$ cat src/rtl/dprh_defs.svh
// timing figures and pin-level constants for the dual-port ram host port
// assumes a single 100 MHz clock; every figure is the slowest grade
`ifndef DPRH_DEFS_SVH
`define DPRH_DEFS_SVH

`define DPRH_CLK_MHZ 100
`define DPRH_NS_CEIL(ns) ((((ns) * `DPRH_CLK_MHZ) + 999) / 1000)

// ------------------------------------------------------------
// write cycle figures, ns
// ------------------------------------------------------------
`define DPRH_WRITE_PULSE_WIDTH_NS 40
`define DPRH_WRITE_TO_FLOAT_TIME_NS 30
`define DPRH_DATA_SETUP_TO_WRITE_END_NS 20
`define DPRH_WRITE_RECOVERY_TIME_NS 0
`define DPRH_STROBE_HOLD_AFTER_RELEASE_NS 20

// ------------------------------------------------------------
// arbitration and read figures, ns
// ------------------------------------------------------------
`define DPRH_HOLD_FROM_ADDRESS_TIME_NS 45
`define DPRH_HOLD_FROM_SELECT_TIME_NS 35
`define DPRH_ADDRESS_ACCESS_NS 55
`define DPRH_WRITE_TO_DATA_DELAY_NS 80

// ------------------------------------------------------------
// derived cycle counts (least times rounded up, plus one cycle for arb, access and write-to-data delay)
// ------------------------------------------------------------
`define DPRH_WP_CYC `DPRH_NS_CEIL(`DPRH_WRITE_PULSE_WIDTH_NS)
`define DPRH_WZ_CYC `DPRH_NS_CEIL(`DPRH_WRITE_TO_FLOAT_TIME_NS)
`define DPRH_WZDW_CYC \
   `DPRH_NS_CEIL(`DPRH_WRITE_TO_FLOAT_TIME_NS + `DPRH_DATA_SETUP_TO_WRITE_END_NS)
`define DPRH_WH_CYC `DPRH_NS_CEIL(`DPRH_STROBE_HOLD_AFTER_RELEASE_NS)
`define DPRH_ARB_CYC (`DPRH_NS_CEIL(`DPRH_HOLD_FROM_ADDRESS_TIME_NS) + 1)
`define DPRH_ACC_CYC (`DPRH_NS_CEIL(`DPRH_ADDRESS_ACCESS_NS) + 1)
`define DPRH_RVD_CYC (`DPRH_NS_CEIL(`DPRH_WRITE_TO_DATA_DELAY_NS) + 1)

`endif

$ cat src/rtl/dprh_pkg.sv
// types shared by the host port controller files
// no assumptions beyond a synthesizable SystemVerilog flow
package dprh_pkg;

   // gray along idle, arb, pulse, recov, done
   typedef enum logic [2:0] {
      DPRH_IDLE  = 3'h0,
      DPRH_ARB   = 3'h1,
      DPRH_PULSE = 3'h3,
      DPRH_RECOV = 3'h2,
      DPRH_DONE  = 3'h6,
      DPRH_READ  = 3'h7
   } dprh_state_t;

endpackage

$ cat src/rtl/dprh_tmr_if.sv
// carrier between the controller and its delay timer
// assumes both ends share one clock
`timescale 1ns/1ps

interface dprh_tmr_if #(
   parameter int W = 8
);
   logic load;
   logic [W-1:0] value;
   logic done;

   modport ctl (output load, output value, input done);
   modport tmr (input load, input value, output done);
endinterface
$ cat src/rtl/dprh_host.sv
// host controller for one port of an asynchronous 1K x 8 dual-port ram
// assumes pins are sampled synchronously and an external pull-up on busy
`timescale 1ns/1ps
`include "dprh_defs.svh"

module dprh_host #(
   parameter int AW = 10,
   parameter int DW = 8,
   parameter int TW = 8
) (
   input wire logic clock,
   input wire logic rst_n,
   input wire logic req,
   input wire logic req_we,
   input wire logic req_oe_low,
   input wire logic [AW-1:0] req_addr,
   input wire logic [DW-1:0] req_wdata,
   output logic ack,
   output logic busy_stall,
   output logic [DW-1:0] rdata,
   output logic irq,
   output logic ram_cs_n,
   output logic ram_rw_n,
   output logic ram_oe_n,
   output logic [AW-1:0] ram_addr,
   output logic [DW-1:0] ram_io_out,
   output logic ram_io_oe,
   input wire logic [DW-1:0] ram_io_in,
   input wire logic ram_busy_n,
   input wire logic ram_int_n
);

   // ------------------------------------------------------------
   // state
   // ------------------------------------------------------------
   dprh_pkg::dprh_state_t st_r;
   logic we_r;
   logic oe_low_r;
   logic busy_seen_r;
   logic [3:0] elapsed_r;
   logic load_r;
   logic [TW-1:0] val_r;

   dprh_tmr_if #(.W(TW)) tif ();

   assign tif.load = load_r;
   assign tif.value = val_r;

   // a fresh load has not reached the counter yet, so done is stale then
   wire tm_ok = tif.done && !load_r;

   dprh_tmr #(.W(TW)) u_tmr (
      .clock(clock),
      .rst_n(rst_n),
      .t(tif)
   );

   // ------------------------------------------------------------
   // port sequencer
   // ------------------------------------------------------------
   always_ff @(posedge clock or negedge rst_n) begin
      if (!rst_n) begin
         st_r <= dprh_pkg::DPRH_IDLE;
         we_r <= 1'b0;
         oe_low_r <= 1'b0;
         busy_seen_r <= 1'b0;
         elapsed_r <= 4'h0;
         load_r <= 1'b0;
         val_r <= '0;
         ack <= 1'b0;
         busy_stall <= 1'b0;
         rdata <= '0;
         ram_cs_n <= 1'b1;
         ram_rw_n <= 1'b1;
         ram_oe_n <= 1'b1;
         ram_addr <= '0;
         ram_io_out <= '0;
         ram_io_oe <= 1'b0;
      end else begin
         load_r <= 1'b0;
         ack <= 1'b0;
         case (st_r)
            dprh_pkg::DPRH_IDLE: begin
               if (req) begin
                  // address moves only here, strobe still high
                  ram_addr <= req_addr;
                  ram_io_out <= req_wdata;
                  we_r <= req_we;
                  oe_low_r <= req_we && req_oe_low;
                  ram_cs_n <= 1'b0;
                  ram_oe_n <= req_we ? !req_oe_low : 1'b0;
                  load_r <= 1'b1;
                  val_r <= TW'(`DPRH_ARB_CYC);
                  st_r <= dprh_pkg::DPRH_ARB;
               end
            end
            dprh_pkg::DPRH_ARB: begin
               // let busy settle before any strobe; a held busy keeps us off it
               busy_stall <= !ram_busy_n;
               if (tm_ok && ram_busy_n) begin
                  busy_stall <= 1'b0;
                  load_r <= 1'b1;
                  if (we_r) begin
                     ram_rw_n <= 1'b0;
                     ram_io_oe <= !oe_low_r;
                     elapsed_r <= 4'h0;
                     busy_seen_r <= 1'b0;
                     val_r <= oe_low_r ? TW'(`DPRH_WZDW_CYC) : TW'(`DPRH_WP_CYC);
                     st_r <= dprh_pkg::DPRH_PULSE;
                  end else begin
                     val_r <= TW'(`DPRH_ACC_CYC);
                     st_r <= dprh_pkg::DPRH_READ;
                  end
               end
            end
            dprh_pkg::DPRH_PULSE: begin
               if (elapsed_r != 4'hF) begin
                  elapsed_r <= elapsed_r + 4'h1;
               end
               // with oe low the ram drivers need the float time to turn off
               if (oe_low_r && !ram_io_oe && elapsed_r >= 4'(`DPRH_WZ_CYC)) begin
                  ram_io_oe <= 1'b1;
               end
               if (!ram_busy_n) begin
                  busy_seen_r <= 1'b1;
                  busy_stall <= 1'b1;
               end else if (busy_seen_r) begin
                  busy_seen_r <= 1'b0;
                  busy_stall <= 1'b0;
                  load_r <= 1'b1;
                  val_r <= TW'(`DPRH_WH_CYC);
               end else if (tm_ok && ram_io_oe) begin
                  ram_rw_n <= 1'b1;
                  ram_io_oe <= 1'b0;
                  st_r <= dprh_pkg::DPRH_RECOV;
               end
            end
            dprh_pkg::DPRH_RECOV: begin
               // zero recovery: select may rise on the very next edge
               ram_cs_n <= 1'b1;
               ram_oe_n <= 1'b1;
               st_r <= dprh_pkg::DPRH_DONE;
            end
            dprh_pkg::DPRH_READ: begin
               // strobe is never touched here
               busy_stall <= !ram_busy_n;
               if (!ram_busy_n) begin
                  load_r <= 1'b1;
                  val_r <= TW'(`DPRH_RVD_CYC);
               end else if (tm_ok) begin
                  rdata <= ram_io_in;
                  ram_cs_n <= 1'b1;
                  ram_oe_n <= 1'b1;
                  st_r <= dprh_pkg::DPRH_DONE;
               end
            end
            dprh_pkg::DPRH_DONE: begin
               ack <= 1'b1;
               busy_stall <= 1'b0;
               st_r <= dprh_pkg::DPRH_IDLE;
            end
            default: begin
               st_r <= dprh_pkg::DPRH_IDLE;
            end
         endcase
      end
   end

   // ------------------------------------------------------------
   // interrupt flag from the opposite port
   // ------------------------------------------------------------
   // flag follows the pin; the device itself sets and clears it
   always_ff @(posedge clock or negedge rst_n) begin
      if (!rst_n) begin
         irq <= 1'b0;
      end else begin
         irq <= !ram_int_n;
      end
   end
endmodule // dprh_host

$ cat src/rtl/dprh_tmr.sv
// down-counting delay timer; done while the count is spent
// assumes load is a one-cycle pulse from the controller, except in a read stalled by busy, where it stays high
`timescale 1ns/1ps

module dprh_tmr #(
   parameter int W = 8
) (
   input wire logic clock,
   input wire logic rst_n,
   dprh_tmr_if.tmr t
);

   logic [W-1:0] cnt_r;

   always_ff @(posedge clock or negedge rst_n) begin
      if (!rst_n) begin
         cnt_r <= '0;
      end else if (t.load) begin
         cnt_r <= t.value;
      end else if (cnt_r != '0) begin
         cnt_r <= cnt_r - 1'b1;
      end
   end

   assign t.done = (cnt_r == '0);

endmodule // dprh_tmr

$ cat config.mk
export PLATFORM = sky130hd
export DESIGN_NAME = dprh_host
export DESIGN_NICKNAME = d
export VERILOG_FILES = /design/src/rtl/dprh_pkg.sv /design/src/rtl/dprh_tmr_if.sv /design/src/rtl/dprh_host.sv /design/src/rtl/dprh_tmr.sv
export VERILOG_INCLUDE_DIRS = /design/src /design/src/rtl
export SDC_FILE = /design/constraint.sdc
export NUM_CORES = 1
export LEC_CHECK = 0
export BUFFER_PORTS_ARGS = -buffer_cell sky130_fd_sc_hd__clkbuf_2
export CORE_AREA = 5 5 77 79
export DETAILED_ROUTE_END_ITERATION = 10
export DIE_AREA = 0 0 82 84
export PLACE_DENSITY_LB_ADDON = 0.08
export SETUP_SLACK_MARGIN = 0.5
export SYNTH_ARGS = -nofsm -noshare
export SYNTH_HDL_FRONTEND = slang
export SYNTH_SLANG_ARGS = --single-unit
$ cat constraint.sdc
create_clock -name clock -period 2.4 [get_ports clock]
set_clock_uncertainty 0.1 [all_clocks]
set_input_delay 0 -clock clock [delete_from_list [all_inputs] [get_ports clock]]
set_output_delay 0 -clock clock [all_outputs]
set_load 0.1 [all_outputs]
==> results.rst <==
.. list-table::
   :header-rows: 1

   * - Metric
     - Value
   * - Outcome
     - completed
   * - TritonCTS buffer count
     - 5
   * - Min-Delay Path Class
     - in2reg
   * - Cell family contributing the most delay on the critical path
     - compound AO/OA/AOI/OAI gates
   * - DP Wirelength
     - 4200 um
   * - Average size of a mapped cell
     - 11.5 um^2
   * - Via count of the first global-routing pass
     - 2298
   * - Hold-critical path depth
     - 3
   * - Area of the placeable core
     - 5270 um^2
   * - Most used cells in the layout excluding fill and tap cells
     - 65 x sky130_fd_sc_hd__clkbuf_2, 48 x sky130_fd_sc_hd__dfrtp_1, 31 x sky130_fd_sc_hd__dlygate4sd3_1
   * - First-pass DRT Iterations
     - 5
   * - Number of antenna violations at the first check in global routing
     - 0
   * - Final Max Slew Viols
     - 0
   * - Standard cell area after detailed placement
     - 3110 um^2
   * - Total setup violations reported at the end of the flow
     - 0
   * - Global route overflow
     - 0
   * - CP max-delay cell
     - sky130_fd_sc_hd__dfrtp_2
   * - Antenna cells
     - 0
   * - Maximum single-stage delay on the critical path
     - 0.48 ns
   * - Worst-case hold path end point
     - tif.value[2]
   * - Initial cell density of the core
     - 0.499
   * - R2R Path Start
     - st_r[1]
   * - Pin count of the biggest net entering global routing
     - 30
   * - Worst rel slew slack
     - 0.511
   * - WL final
     - 6230 um
   * - Worst hold-check slack
     - 0.0273 ns
   * - Clk Latency, worst-skew pair
     - 0.31 ns
   * - Cells traversed along the worst timing path
     - and4_1 -> a221o_1 -> a31oi_4 -> mux2_4
   * - Achievable clock frequency
     - 0.544 GHz
   * - Endpoint kind of the worst setup timing path
     - register
   * - Number of cells on the worst reg-to-reg path
     - 4
   * - Worst-Margin Slew
     - 0.734 ns
   * - Number of unique standard cell types used by synthesis
     - 54
   * - Arrival time reported for the critical path endpoint
     - 1.95 ns
   * - Top fanout value on the critical path
     - 10
   * - Wire length per cell
     - 15.2 um
   * - Area growth syn-to-layout
     - 37.1%
   * - Synth Cell Area
     - 2630 um^2
   * - Starting DRT DRC Count
     - 97
   * - Worst Hold Launch
     - ram_busy_n
   * - Summed area of non-filler cells in the final layout
     - 3600 um^2
   * - Gate Count Post-Synth
     - 229
   * - Standard-cell rows
     - 27
   * - Total negative setup slack
     - 0 ns
   * - Clock tree from TritonCTS
     - built
   * - Clk buf depth
     - 2
   * - Clock tree sinks
     - 56
   * - End of the worst register-to-register path
     - tif.value[0]
   * - Clock transition at the registers of the reported paths
     - 0.10 ns
   * - Data required time of the critical path
     - 2.51 ns
   * - Root buffer cell
     - sky130_fd_sc_hd__clkbuf_8
   * - Overall fraction of global-route tracks in use
     - 0.197
   * - Worst setup path category
     - reg2reg
   * - Via/cell ratio
     - 5.27
   * - Unrepaired setup endpoints after global routing
     - false
   * - Commonest non-fill, non-tap cell in the layout
     - sky130_fd_sc_hd__clkbuf_2
   * - Area taken by multi-input logic gates
     - 1180 um^2
   * - Fraction of layout instances using a drive strength above 1
     - 0.388
   * - MaxCap Viol Count
     - 0
   * - Buf+Inv Stages, Crit Path
     - 0
   * - Deepest level of the CTS H-tree
     - 2
   * - Number of hold violations in the final report
     - 0
   * - Yosys warning count
     - 0
   * - Final critical-path required period
     - 1.84 ns
   * - Flop-to-flop setup slack
     - 0.56 ns
   * - Number of flops mapped to enable cells by yosys
     - 0
   * - Most common flop cell mapped by yosys
     - sky130_fd_sc_hd__dfrtp_1
   * - Layout fillers
     - 412
   * - First-pass GRT wire length
     - 10600 um
   * - Synth Register Bits
     - 56
   * - Critical Path Start Type
     - register
   * - Die Area
     - 6890 um^2
   * - Share of the clock period used by the worst path after layout
     - 0.766
   * - Utilization of the core after routing
     - 0.684
   * - Vertical die dimension
     - 84 um
   * - Async SR Flop Fraction
     - 1.00
   * - Count of pins on the block boundary
     - 66
   * - Number of port buffers
     - 65
   * - Storage cell area
     - 1410 um^2
   * - Net count reported at finish
     - 373
   * - Final ANT Viol Nets
     - 0
   * - Die Width
     - 82 um
   * - Final estimated routing congestion in global placement
     - 0.805
   * - DRC viols
     - 0
   * - Sequential area share after synthesis
     - 0.535
   * - Net count of the mapped netlist
     - 265
   * - Via count
     - 2161
[through the flow]
stage | instances | setup slack, ns
final | 410 | 0.562
after global placement | 366 | 0.461
after global routing | 410 | 0.503
after detailed placement | 366 | 0.425
after floorplan | 229 | 0.500
after CTS | 405 | 0.500
[layout make-up]
cell class / instances / area share
Tap cell: 72 / 0.0250
Timing Repair Buffer: 112 / 0.215
Multi-Input combinational cell: 149 / 0.328
Clock buffer: 6 / 0.0229
Clock inverter: 2 / 0.00417
Inverter: 13 / 0.0135
Sequential cell: 56 / 0.392
[routing by layer]
| layer | routed length [um] | global-route usage |
|---|---|---|
| met5 | 0 | 0 |
| met3 | 269 | 0.0454 |
| met4 | 106 | 0.0574 |
| met2 | 3230 | 0.339 |
| met1 | 2620 | 0.242 |
[what timing repair did]
action                                 4_1_cts  5_1_grt
resized for setup                            3       12
setup buffers                                0        5
endpoints found under the hold margin       56        0
hold buffers                                31        0
pin swaps                                    1        2
setup endpoints to repair                   13       21
[synthesized netlist by cell type, drive strengths merged, types with 3 or more instances]
cell / number / area [um^2]
mux2: 29 / 334
inv: 13 / 48.8
dfrtp: 53 / 1330
nand2: 17 / 71.3
dfstp: 3 / 78.8
xnor2: 3 / 26.3
nand4: 3 / 18.8
ha: 3 / 37.5
o21ai: 15 / 75.1
a22o: 3 / 26.3
a21oi: 11 / 55.1
a31oi: 5 / 46.3
and3: 4 / 25.0
clkbuf: 8 / 30.0
nor2: 11 / 41.3
buf: 3 / 16.3
nor2b: 5 / 31.3
a211oi: 3 / 22.5
nand3: 4 / 20.0
[how the worst max path moves through the flow]
stage / start / slack (ns) / end / cells past startpoint
5_1_grt: u_tmr.cnt_r[1] / 0.50 / elapsed_r[1] / 7
6_report: st_r[1] / 0.56 / tif.value[0] / 4
4_1_cts: st_r[1] / 0.50 / tif.value[1] / 4
2_1_floorplan: u_tmr.cnt_r[0] / 0.50 / tif.value[0] / 7
3_5_place_dp: st_r[2] / 0.42 / tif.value[1] / 4
3_3_place_gp: st_r[2] / 0.46 / tif.value[0] / 4
[flip-flops by register name, indices dropped and copies added (netlist names), 3 cells and up]
| register | cells |
|---|---|
| ram_addr | 10 |
| ram_io_out | 8 |
| rdata | 8 |
| u_tmr.cnt_r | 8 |
| elapsed_r | 4 |
| tif.value | 4 |
| st_r | 3 |
[logic make-up after synthesis]
group	count (synthesis)	synth area share
AO/OA/AOI/OAI	54	0.145
adder cells (fa/ha/maj)	3	0.0143
flip-flops	56	0.535
AND/OR/NAND/NOR	57	0.122
multiplexers	31	0.135
XOR/XNOR	4	0.0133
buffers and inverters	24	0.0362
[tightest hold or removal path, cell delays in order]
cell,delay (ns)
sky130_fd_sc_hd__clkbuf_2,0.13
sky130_fd_sc_hd__o21ai_0,0.17
sky130_fd_sc_hd__a32oi_1,0.10
Power is left out: the tool's default activity adds up to more than one toggle a clock period on the data nets, which glitch-free logic cannot reach.
